==> src/rtl/rtcc_defs.svh <==
// Register offsets, field positions, reset values and timing counts of the real-time counter
`ifndef RTCC_DEFS_SVH
`define RTCC_DEFS_SVH
`define RTCC_OFF_COUNT     12'h000
`define RTCC_OFF_CTRL      12'h004
`define RTCC_OFF_MODE      12'h008
`define RTCC_OFF_PRESCALE  12'h00C
`define RTCC_CTRL_PSR_LSB  0
`define RTCC_CTRL_SRC_BIT  5
`define RTCC_CTRL_EDGE_BIT 4
`define RTCC_CTRL_PST_BIT  3
`define RTCC_MODE_TSC_BIT  6
`define RTCC_CTRL_RST      8'h3F
`define RTCC_MODE_RST      8'h00
`define RTCC_COUNT_RST     8'h00
`define RTCC_BASE_NS       10
`define RTCC_SUB_DIV       16'h003D
`endif

==> src/rtl/rtcc_pkg.sv <==
// Types shared by the real-time counter block
`default_nettype none
package rtcc_pkg;
  typedef enum logic [1:0]
  {
    RTCC_CYC2  = 2'b00,
    RTCC_CYC4  = 2'b01,
    RTCC_CYC8  = 2'b10,
    RTCC_CYC16 = 2'b11
  } rtcc_cyc_type;

  typedef enum logic [2:0]
  {
    RTCC_B_IDLE = 3'b001,
    RTCC_B_DATA = 3'b010,
    RTCC_B_RESP = 3'b100
  } rtcc_bst_type;

  typedef struct packed
  {
    logic [7:0] count;
    logic [7:0] ctrl;
    logic [7:0] mode;
    logic [7:0] prescale;
    logic [3:0] cyc_div;
    logic [15:0] sub_div;
    logic       pin_q;
    logic [7:0] rdata;
    logic       rvalid;
    logic       arready;
    logic [1:0] rresp;
    logic       awready;
    logic       wready;
    logic       bvalid;
    logic [1:0] bresp;
    rtcc_bst_type wst;
    logic [11:0] waddr;
    logic       have_aw;
    logic       have_w;
    logic [31:0] wdata;
    logic [3:0] wstrb;
  } rtcc_state_type;
endpackage : rtcc_pkg
`default_nettype wire

==> src/rtl/rtcc_sync.sv <==
// Two-flop synchroniser for the counter input pin
`timescale 1ns/1ps
`default_nettype none
module rtcc_sync
(
  input  wire logic clk,
  input  wire logic srst,
  input  wire logic d,
  output var  logic q
);
  logic meta_r;
  always_ff @(posedge clk)
  begin
    if (srst)
    begin
      meta_r <= 1'b0;
      q      <= 1'b0;
    end
    else
    begin
      meta_r <= d;
      q      <= meta_r;
    end
  end
endmodule : rtcc_sync
`default_nettype wire

==> src/rtl/rtcc_top.sv <==
// Real-time clock/counter with shared prescaler and AXI4-Lite registers
`timescale 1ns/1ps
`default_nettype none
`include "rtcc_defs.svh"
module rtcc_top
#(
  parameter rtcc_pkg::rtcc_cyc_type CYCLE_SEL = rtcc_pkg::RTCC_CYC2,
  parameter int                     SUB_DIV   = `RTCC_SUB_DIV
)
(
  input  wire logic        CLK,
  input  wire logic        SRST,
  input  wire logic        REAL_TIME_COUNT_INPUT,
  input  wire logic [11:0] S_AXI_AWADDR,
  input  wire logic        S_AXI_AWVALID,
  output var  logic        S_AXI_AWREADY,
  input  wire logic [31:0] S_AXI_WDATA,
  input  wire logic [3:0]  S_AXI_WSTRB,
  input  wire logic        S_AXI_WVALID,
  output var  logic        S_AXI_WREADY,
  output var  logic [1:0]  S_AXI_BRESP,
  output var  logic        S_AXI_BVALID,
  input  wire logic        S_AXI_BREADY,
  input  wire logic [11:0] S_AXI_ARADDR,
  input  wire logic        S_AXI_ARVALID,
  output var  logic        S_AXI_ARREADY,
  output var  logic [31:0] S_AXI_RDATA,
  output var  logic [1:0]  S_AXI_RRESP,
  output var  logic        S_AXI_RVALID,
  input  wire logic        S_AXI_RREADY,
  output var  logic [7:0]  TIMER_COUNT_REGISTER
);
  // The sub clock divider is 16 bits wide
  if (SUB_DIV < 1 || SUB_DIV > 65535)
  begin : g_bad_sub_div
    $error("SUB_DIV out of range");
  end

  rtcc_pkg::rtcc_state_type s_r;
  rtcc_pkg::rtcc_state_type s_nxt;
  logic pin_s;

  rtcc_sync u_sync
  (
    .clk  (CLK),
    .srst (SRST),
    .d    (REAL_TIME_COUNT_INPUT),
    .q    (pin_s)
  );

  function automatic logic [3:0] cyc_last(input rtcc_pkg::rtcc_cyc_type c);
    case (c)
      rtcc_pkg::RTCC_CYC2:  cyc_last = 4'h1;
      rtcc_pkg::RTCC_CYC4:  cyc_last = 4'h3;
      rtcc_pkg::RTCC_CYC8:  cyc_last = 4'h7;
      default:              cyc_last = 4'hF;
    endcase
  endfunction : cyc_last

  // Prescaler ratio 2^(n+1), n from control bits 2:0
  function automatic logic psr_tick(input logic [7:0] pre, input logic [2:0] n);
    logic [7:0] mask;
    mask = 8'hFF >> (3'd7 - n);
    psr_tick = ((pre & mask) == mask);
  endfunction : psr_tick

  logic base_tick;
  logic cyc_tick;
  logic src_evt;
  logic cnt_evt;
  logic rise;
  logic fall;
  logic w_go;

  // ====================================================================
  // Counting path
  always_comb
  begin
    s_nxt = s_r;
    base_tick = s_r.mode[`RTCC_MODE_TSC_BIT] ? 1'b1 : (s_r.sub_div == 16'(SUB_DIV - 1));
    if (!s_r.mode[`RTCC_MODE_TSC_BIT])
      s_nxt.sub_div = base_tick ? 16'h0000 : s_r.sub_div + 16'h0001;
    cyc_tick = base_tick && (s_r.cyc_div == cyc_last(CYCLE_SEL));
    if (base_tick)
      s_nxt.cyc_div = cyc_tick ? 4'h0 : s_r.cyc_div + 4'h1;
    s_nxt.pin_q = pin_s;
    rise = pin_s && !s_r.pin_q;
    fall = !pin_s && s_r.pin_q;
    if (s_r.ctrl[`RTCC_CTRL_SRC_BIT])
      src_evt = s_r.ctrl[`RTCC_CTRL_EDGE_BIT] ? fall : rise;
    else
      src_evt = cyc_tick;
    // prescaler routed when target bit clear
    cnt_evt = src_evt;
    if (!s_r.ctrl[`RTCC_CTRL_PST_BIT] && src_evt)
    begin
      s_nxt.prescale = s_r.prescale + 8'h01;
      cnt_evt = psr_tick(s_r.prescale, s_r.ctrl[2:0]);
    end
    if (cnt_evt)
      s_nxt.count = s_r.count + 8'h01;

    // ==================================================================
    // AXI4-Lite write
    s_nxt.awready = 1'b0;
    s_nxt.wready  = 1'b0;
    w_go = 1'b0;
    if (s_r.wst == rtcc_pkg::RTCC_B_IDLE)
    begin
      if (S_AXI_AWVALID && !s_r.have_aw && !s_r.awready)
      begin
        s_nxt.awready = 1'b1;
        s_nxt.have_aw = 1'b1;
        s_nxt.waddr   = S_AXI_AWADDR;
      end
      if (S_AXI_WVALID && !s_r.have_w && !s_r.wready)
      begin
        s_nxt.wready = 1'b1;
        s_nxt.have_w = 1'b1;
        s_nxt.wdata  = S_AXI_WDATA;
        s_nxt.wstrb  = S_AXI_WSTRB;
      end
      if (s_r.have_aw && s_r.have_w)
        s_nxt.wst = rtcc_pkg::RTCC_B_DATA;
    end
    else if (s_r.wst == rtcc_pkg::RTCC_B_DATA)
    begin
      w_go = s_r.wstrb[0];
      s_nxt.bresp = 2'b00;
      if (s_r.waddr == `RTCC_OFF_COUNT)
      begin
        if (w_go)
          s_nxt.count = s_r.wdata[7:0];
        // prescaler cleared only by a count write
        if (w_go)
          s_nxt.prescale = 8'h00;
      end
      else if (s_r.waddr == `RTCC_OFF_CTRL)
      begin
        if (w_go)
          s_nxt.ctrl = s_r.wdata[7:0];
      end
      else if (s_r.waddr == `RTCC_OFF_MODE)
      begin
        if (w_go)
          s_nxt.mode = s_r.wdata[7:0] & 8'h40;
      end
      else if (s_r.waddr != `RTCC_OFF_PRESCALE)
        s_nxt.bresp = 2'b10;
      s_nxt.have_aw = 1'b0;
      s_nxt.have_w  = 1'b0;
      s_nxt.bvalid  = 1'b1;
      s_nxt.wst     = rtcc_pkg::RTCC_B_RESP;
    end
    else
    begin
      if (S_AXI_BREADY)
      begin
        s_nxt.bvalid = 1'b0;
        s_nxt.wst    = rtcc_pkg::RTCC_B_IDLE;
      end
    end

    // ==================================================================
    // AXI4-Lite read
    s_nxt.arready = 1'b0;
    if (s_r.rvalid)
    begin
      if (S_AXI_RREADY)
        s_nxt.rvalid = 1'b0;
    end
    else if (s_r.arready)
      // Address handshake completes at this edge; data may only follow it
      s_nxt.rvalid = 1'b1;
    else if (S_AXI_ARVALID)
    begin
      s_nxt.arready = 1'b1;
      s_nxt.rresp   = 2'b00;
      if (S_AXI_ARADDR == `RTCC_OFF_COUNT)
        s_nxt.rdata = s_r.count;
      else if (S_AXI_ARADDR == `RTCC_OFF_CTRL)
        s_nxt.rdata = s_r.ctrl;
      else if (S_AXI_ARADDR == `RTCC_OFF_MODE)
        s_nxt.rdata = s_r.mode;
      else if (S_AXI_ARADDR == `RTCC_OFF_PRESCALE)
        s_nxt.rdata = s_r.prescale;
      else
      begin
        s_nxt.rdata = 8'h00;
        s_nxt.rresp = 2'b10;
      end
    end
  end

  always_ff @(posedge CLK)
  begin
    if (SRST)
    begin
      s_r          <= '0;
      s_r.ctrl     <= `RTCC_CTRL_RST;
      s_r.mode     <= `RTCC_MODE_RST;
      s_r.count    <= `RTCC_COUNT_RST;
      s_r.wst      <= rtcc_pkg::RTCC_B_IDLE;
    end
    else
      s_r <= s_nxt;
  end

  assign S_AXI_AWREADY        = s_r.awready;
  assign S_AXI_WREADY         = s_r.wready;
  assign S_AXI_BVALID         = s_r.bvalid;
  assign S_AXI_BRESP          = s_r.bresp;
  assign S_AXI_ARREADY        = s_r.arready;
  assign S_AXI_RVALID         = s_r.rvalid;
  assign S_AXI_RRESP          = s_r.rresp;
  assign S_AXI_RDATA          = {24'h00_0000, s_r.rdata};
  assign TIMER_COUNT_REGISTER = s_r.count;

  // ====================================================================
  // Checks
  a_count_load: assert property (@(posedge CLK) disable iff (SRST)
    (s_r.wst == rtcc_pkg::RTCC_B_DATA && s_r.waddr == `RTCC_OFF_COUNT && s_r.wstrb[0])
      |=> (s_r.count == $past(s_r.wdata[7:0])))
    else $error("count not loaded by write");
  a_psr_clear: assert property (@(posedge CLK) disable iff (SRST)
    (s_r.prescale != $past(s_r.prescale) && s_r.prescale != $past(s_r.prescale) + 8'h01)
      |-> (s_r.prescale == 8'h00 && $past(s_r.wst) == rtcc_pkg::RTCC_B_DATA
           && $past(s_r.waddr) == `RTCC_OFF_COUNT))
    else $error("prescaler cleared without count write");
  a_ext_rise: assert property (@(posedge CLK) disable iff (SRST)
    (s_r.ctrl[5] && s_r.ctrl[3] && !s_r.ctrl[4] && pin_s && !s_r.pin_q
     && s_r.wst != rtcc_pkg::RTCC_B_DATA) |=> (s_r.count == $past(s_r.count) + 8'h01))
    else $error("rising edge not counted");
  a_ext_hold: assert property (@(posedge CLK) disable iff (SRST)
    (s_r.ctrl[5] && !(pin_s ^ s_r.pin_q) && s_r.wst != rtcc_pkg::RTCC_B_DATA)
      |=> $stable(s_r.count))
    else $error("count moved without edge");
  a_int_tick: assert property (@(posedge CLK) disable iff (SRST)
    (!s_r.ctrl[5] && s_r.ctrl[3] && cyc_tick && s_r.wst != rtcc_pkg::RTCC_B_DATA)
      |=> (s_r.count == $past(s_r.count) + 8'h01))
    else $error("cycle tick not counted");
  a_psr_route: assert property (@(posedge CLK) disable iff (SRST)
    (s_r.ctrl[3]) |=> (s_r.prescale == $past(s_r.prescale) || s_r.prescale == 8'h00))
    else $error("prescaler ran while assigned elsewhere");
  a_cyc_div: assert property (@(posedge CLK) disable iff (SRST)
    (s_r.cyc_div > cyc_last(CYCLE_SEL)) |-> 1'b0)
    else $error("cycle divider overran");
  a_wrap: assert property (@(posedge CLK) disable iff (SRST)
    (s_r.count == 8'hFF && cnt_evt && s_r.wst != rtcc_pkg::RTCC_B_DATA)
      |=> (s_r.count == 8'h00))
    else $error("counter did not wrap");
  a_main_clk: assert property (@(posedge CLK) disable iff (SRST)
    (s_r.mode[`RTCC_MODE_TSC_BIT] && !cyc_tick)
      |=> (s_r.cyc_div == $past(s_r.cyc_div) + 4'h1))
    else $error("main clock not used as base");
endmodule : rtcc_top
`default_nettype wire

==> config.mk <==
export PLATFORM = sky130hd
export DESIGN_NAME = rtcc_top
export DESIGN_NICKNAME = d
export VERILOG_FILES = /design/src/rtl/rtcc_pkg.sv /design/src/rtl/rtcc_sync.sv /design/src/rtl/rtcc_top.sv
export VERILOG_INCLUDE_DIRS = /design/src /design/src/rtl
export SDC_FILE = /design/constraint.sdc
export NUM_CORES = 1
export LEC_CHECK = 0
export BUFFER_PORTS_ARGS = -buffer_cell sky130_fd_sc_hd__buf_2
export CAP_MARGIN = 30
export CORE_AREA = 2 2 84 126
export DETAILED_ROUTE_END_ITERATION = 8
export DIE_AREA = 0 0 86 128
export HOLD_SLACK_MARGIN = 0.02
export PLACE_DENSITY = 0.71
export REMOVE_ABC_BUFFERS = 1
export SLEW_MARGIN = 20
export SYNTH_ARGS = -nofsm -noshare
export SYNTH_HDL_FRONTEND = slang
export SYNTH_SLANG_ARGS = --single-unit
==> constraint.sdc <==
create_clock -name CLK -period 2 [get_ports CLK]
set_input_delay 0 -clock CLK [delete_from_list [all_inputs] [get_ports CLK]]
set_output_delay 0 -clock CLK [all_outputs]
set_load 0.01 [all_outputs]
# Yosys cells after proc, flatten, opt, wreduce, memory -nomap -nowiden
# Cells that the tools add are included.
# Widths: inputs -> output; s select.
[totals]
regBits = 118
latchBits = 0
mem_bits_rw = 0
rom_bits = 0
in_bits = 68
output_inout_bits = 49
memories = 0
[classes]
addsub = 5
mul = 0
div = 0
order_cmp = 0
eq_ne = 14
shift = 1
mux = 48
bitwise_logic = 6
reduce_logical = 33
[op_table]
columns = ["operator", "n"]
rows = [
  ["$mux 8", 12],
  ["$mux 32", 2],
  ["$mux 37", 1],
  ["$eq 12x4->1 const B", 3],
  ["$mux 16", 2],
  ["$eq 12x3->1 const B", 2],
  ["$logic_not 12->1", 2],
  ["$mux 7", 3],
  ["$mux 2", 10],
  ["$add 16x1->16 const B", 1],
  ["$add 8x1->8 const B", 2],
  ["$eq 16x6->1 const B", 1],
  ["$mux 3", 5],
  ["$reduce_and 2->1", 7],
  ["$mux 1", 12],
  ["$ne 12x4->1 const B", 1],
  ["$logic_and 1x1->1", 9],
  ["$and 8x8->8", 1],
  ["$eq 8x8->1", 1],
  ["$shr 8x3->8 const A", 1],
  ["$logic_not 1->1", 7],
  ["$ne 2x1->1 const B", 3],
  ["$reduce_and 6->1", 1],
  ["$not 1->1", 5],
  ["12 further kinds", 13],
]

# Depth between registers and ports, before layout
[logic_depth]
ltp_word = 11
depth_mapped = 8
mapped_depth_nobuf = 8

# Modules after synthesis
# From an unflattened synthesis, not the netlist that was laid out.
[hier_totals]
hier_cells = 497
area_unflattened_um2 = 4365.4
[by_module_without_submodules]
columns = ["mod", "n_inst", "cells_per_inst", "area_per_inst_um2", "seq_area_each_um2"]
rows = [
  ["rtcc_top", 1, 493, 4312.9, 1741.7],
  ["rtcc_sync", 1, 4, 52.6, 40.0],
]

# Worst setup path before layout
# No wires, ideal clock.
[synth_timing]
kind = "flip-flop to flip-flop"
startpoint = "register s_r[87] (netlist bit)"
endpoint = "register s_r[98] (netlist bit)"
setup_time_ps = 71
t_arrival_ps = 2030
slack_ps = -100
path_stages_with_launch = 8
period_less_slack_ps = 2100
cell_sequence = "dfxtp_1 ha_1 nor3b_1 nand2_1 a221oi_4 nand4_2 or3_1 a21oi_1"
[synth_via]
elab_chain_len = 9
[synth_lines]
columns = ["item", "line_no", "text"]
rows = [
  ["from (decl)", "rtcc_top.sv:39", "rtcc_pkg::rtcc_state_type s_r;"],
  ["from (signal assigned)", "rtcc_top.sv:206", "s_r <= s_nxt;"],
  ["$eq 4x1->1 (*)", "rtcc_top.sv:83", "cyc_tick = base_tick && (s_r.cyc_div == cyc_last(CYCLE_SEL));"],
  ["$logic_and 1x1->1 (*)", "rtcc_top.sv:83", ""],
  ["$mux 1 (*)", "rtcc_top.sv:89", "if (s_r.ctrl[`RTCC_CTRL_SRC_BIT])"],
  ["$logic_and 1x1->1 (*)", "rtcc_top.sv:95", "if (!s_r.ctrl[`RTCC_CTRL_PST_BIT] && src_evt)"],
  ["$mux 8 (*)", "rtcc_top.sv:95", ""],
  ["$mux 8", "rtcc_top.sv:135", "if (w_go)"],
  ["$mux 8", "rtcc_top.sv:130", "if (s_r.waddr == `RTCC_OFF_COUNT)"],
  ["$mux 32", "rtcc_top.sv:126", "else if (s_r.wst == rtcc_pkg::RTCC_B_DATA)"],
  ["$mux 32 (*)", "rtcc_top.sv:108", "if (s_r.wst == rtcc_pkg::RTCC_B_IDLE)"],
]
# Mark *: on every way between the ends. The rest lies on a longest branch, timed or not.
# A chain may end at the register's enable or synchronous reset.

# Worst setup path in the final report
[layout_timing]
startpoint = "register s_r[81] (netlist bit)"
endpoint = "register s_r[97] (netlist bit)"
[layout_via]
elab_chain_len = 10
[layout_lines]
columns = ["item", "line_no", "text"]
rows = [
  ["$eq 16x6->1 (*)", "rtcc_top.sv:80", "base_tick = s_r.mode[`RTCC_MODE_TSC_BIT] ? 1'b1 : (s_r.sub_div == 16'(SUB_DIV - 1));"],
  ["$mux 1 (*)", "rtcc_top.sv:80", ""],
  ["$logic_and 1x1->1 (*)", "rtcc_top.sv:83", ""],
  ["$mux 1 (*)", "rtcc_top.sv:89", ""],
  ["$logic_and 1x1->1 (*)", "rtcc_top.sv:95", ""],
  ["$mux 8 (*)", "rtcc_top.sv:95", ""],
  ["$mux 8", "rtcc_top.sv:135", ""],
  ["$mux 8", "rtcc_top.sv:130", ""],
  ["$mux 32", "rtcc_top.sv:126", ""],
  ["$mux 32 (*)", "rtcc_top.sv:108", ""],
]
# Marks and branches as above.

==> out/results.ini <==
[run_status]
outcome=finished, final reports clean

[global_routing]
grt_usage=0.181
grt_pass1_wl_um=15900
overflow=0
antenna_found_initial=0
grt_max_degree=25
grt_pass1_vias=3548

[routing]
routed_via_density=5.06
drt_first_pass_iters=4
ant_nets=0
drt-initial-drc-count=152
drcViolationCount=0
wl_per_cell_um=14.0
routed_wl_um=10000
vias=3616

[logic_synthesis]
synth_compound_area_frac=0.102
synth_seq_cells=89
synth_most_common_cell=dfxtp_1
synth_top_family_by_area=simple AND/OR/NAND/NOR gates
synth_cell_types=51
synthTopCellsByCount=89 x dfxtp_1, 84 x nor2_1, 44 x buf_4, 35 x mux2i_1, 24 x a21oi_1
netlist_area_um2=4370
synth-simple-area-share=0.229
synth-xor-area-share=0.0461
ys_async_sr_fraction=0
synth_edf_count=0
synth_warnings=0
synth_top_area_cell=dfxtp_1
synth_area_per_cell_um2=8.96
syn_inst=488
synth_area_leaders=dfxtp_1 41%, mux2i_1 8.0%, buf_4 7.6%
synth_top_area_frac=0.408
synth_flop_cell=dfxtp_1
yosysSeqAreaShare=0.408
synth_mux_area_frac=0.0982
synth_adder_area_share=0.0172

[layout]
syn_to_final_growth_pct=26.5
fin_nets=666
n_antenna_cell=0
drive_above_1_share=0.250
utilization=0.555
fin_cells=714
fillers=880
multi_input_area_um2=2310
seqCellArea_um2=1790

[cts]
numClockSinks=89
clk_pin_slew_ns=0.07
tritoncts=yes
cts_htree_levels=3
cts_buffers=9
max-clock-path-buffers=2
clock_latency_ns=0.35
cts_root_buffer=clkbuf_16

[critical_path]
slowest_delay_ns=0.39
crit_arrival_ns=2.22
path_buf_inv=1
critPathRequiredTime_ns=2.23
critPathMaxFanout=5
critPathCaptureType=flip-flop
cp_top_family=compound AO/OA/AOI/OAI gates
start_kind=flip-flop
crit_slowest_cell=a221oi_4
path_cells=nor4_4 > a41oi_4 > a221oi_4 > buf_6 > nand4_1 > xor2_1 > nor2_1
path_class=reg -> reg

[die]
core.rowCount=45
die-height_um=128
core_area_um2=9970
io_pins=117
start_util=0.439
fp.dieW_um=86
die_area_um2=11000

[placed_design]
hpwlAfterDp_um=7330
pre_cts_slack_ns=-0.0693
dp_cells=667
gp_congestion=0.882
place.port_buffers=63

[power]
power_w=0.00433
peakVddDrop_v=0.000589
leakage_nw=2.53
power.density_nw_per_um2=782

[timing]
setup_viol=0
tightestPinTransition_ns=0.565
holdWs_ns=0.0649
rsz0062_at_grt=true
worst_slack_ns=0.00518
period_share=0.997
finalMaxSlewViolations=0
relSlewSlack=0.622
min_period_ns=1.99
fmax_mhz=501
finalHoldViolCount=0
fin_worst_skew_ns=0.0105

[worst_hold_path]
hold_class=in -> reg

[flow_run]
maxCapViolations=0

[per-stage QoR]
step                      setup TNS (ns)  cell area (µm²)
final                                  0             5530
after global routing              -0.267             5530
after CTS                              0             5480
after detailed placement          -0.313             4810
after global placement                 0             4810
after floorplan                   -0.155             4070
[power by group]
group          leakage, nW  internal, W  total [W]  switching [W]
clock                0.164      0.00123    0.00198       0.000744
combinational         1.64     0.000223   0.000451       0.000228
sequential           0.724      0.00184    0.00190      0.0000552
total                 2.53      0.00330    0.00433        0.00103
[logic make-up after synthesis]
kind of cell | count (synthesis)
simple gates | 196
flops | 89
buf+inv | 71
compound gates | 61
mux | 41
xor+xnor | 23
fa+ha+maj | 6
other cells | 1
[layer usage]
metal	track usage	vias to the layer above	wire, µm
met5	0	-	0
met4	0.0775	0	246
met1	0.182	1681	3990
li1	-	1830	-
met3	0.0476	19	445
met2	0.342	86	5330
[flip-flops by register name (all words and copies together), names as in the netlist]
signal and count:
s_r 64, S_AXI_RDATA 8, TIMER_COUNT_REGISTER 8, S_AXI_ARREADY 1, S_AXI_AWREADY 1, S_AXI_BRESP 1
S_AXI_BVALID 1, S_AXI_RRESP 1, S_AXI_RVALID 1, S_AXI_WREADY 1, u_sync.meta_r 1, u_sync.q 1
[final timing paths]
kind / from / endpoint / slack [ns] / cells after the start
max: s_r[81] / s_r[97] / 0.005 / 7
min reg2reg: u_sync.meta_r / u_sync.q / 0.44 / 1
max reg2reg: s_r[81] / s_r[97] / 0.005 / 7
min: SRST / s_r[39] / 0.06 / 2
[worst register-to-register path, stage by stage (launching register included)]
cell,delay [ns]
dfxtp_1,0.36
nor4_4,0.38
a41oi_4,0.20
a221oi_4,0.39
buf_6,0.17
nand4_1,0.14
xor2_1,0.18
nor2_1,0.06
[layout make-up]
class,instances,share of cell area
clock inverters,7,0.0226
inverters,10,0.00679
multi-input cells,353,0.417
repair buffers,129,0.164
flip-flops and latches,89,0.323
clock buffers,9,0.0407
well taps,117,0.0265
[repair_timing]
action | CTS | global route
buffers inserted | 3 | 2
resized for setup | 8 | 9
endpoints found under the setup margin | 9 | 14
endpoints found under the hold margin | 28 | 0
hold buffers | 26 | 0
pin swaps | 6 | 5
cloned | 0 | 0
[placed cells by master (no fill, tap or decap), drive strengths merged, types with 3 or more instances in the layout]
master       synthesis  layout
buf                 45     103
dfxtp               89      89
nor2                84      84
mux2i               35      35
conb                 1      26
dlygate4sd3          0      26
a21oi               24      24
nand2               20      20
nor3                17      17
xor2                17      17
nand3               14      14
inv                 10      12
nand2b              11      11
nand4               10      10
clkbuf              16       9
o21ai                9       9
a22oi                9       9
nor4                 8       8
a211oi               7       7
nor3b                7       7
xnor2                6       6
nor2b                6       6
ha                   6       6
mux2                 5       5
and2                 4       4
and3                 3       3
or3                  3       3
bufinv               0       3
No activity file was read; power rests on OpenSTA's default activity.
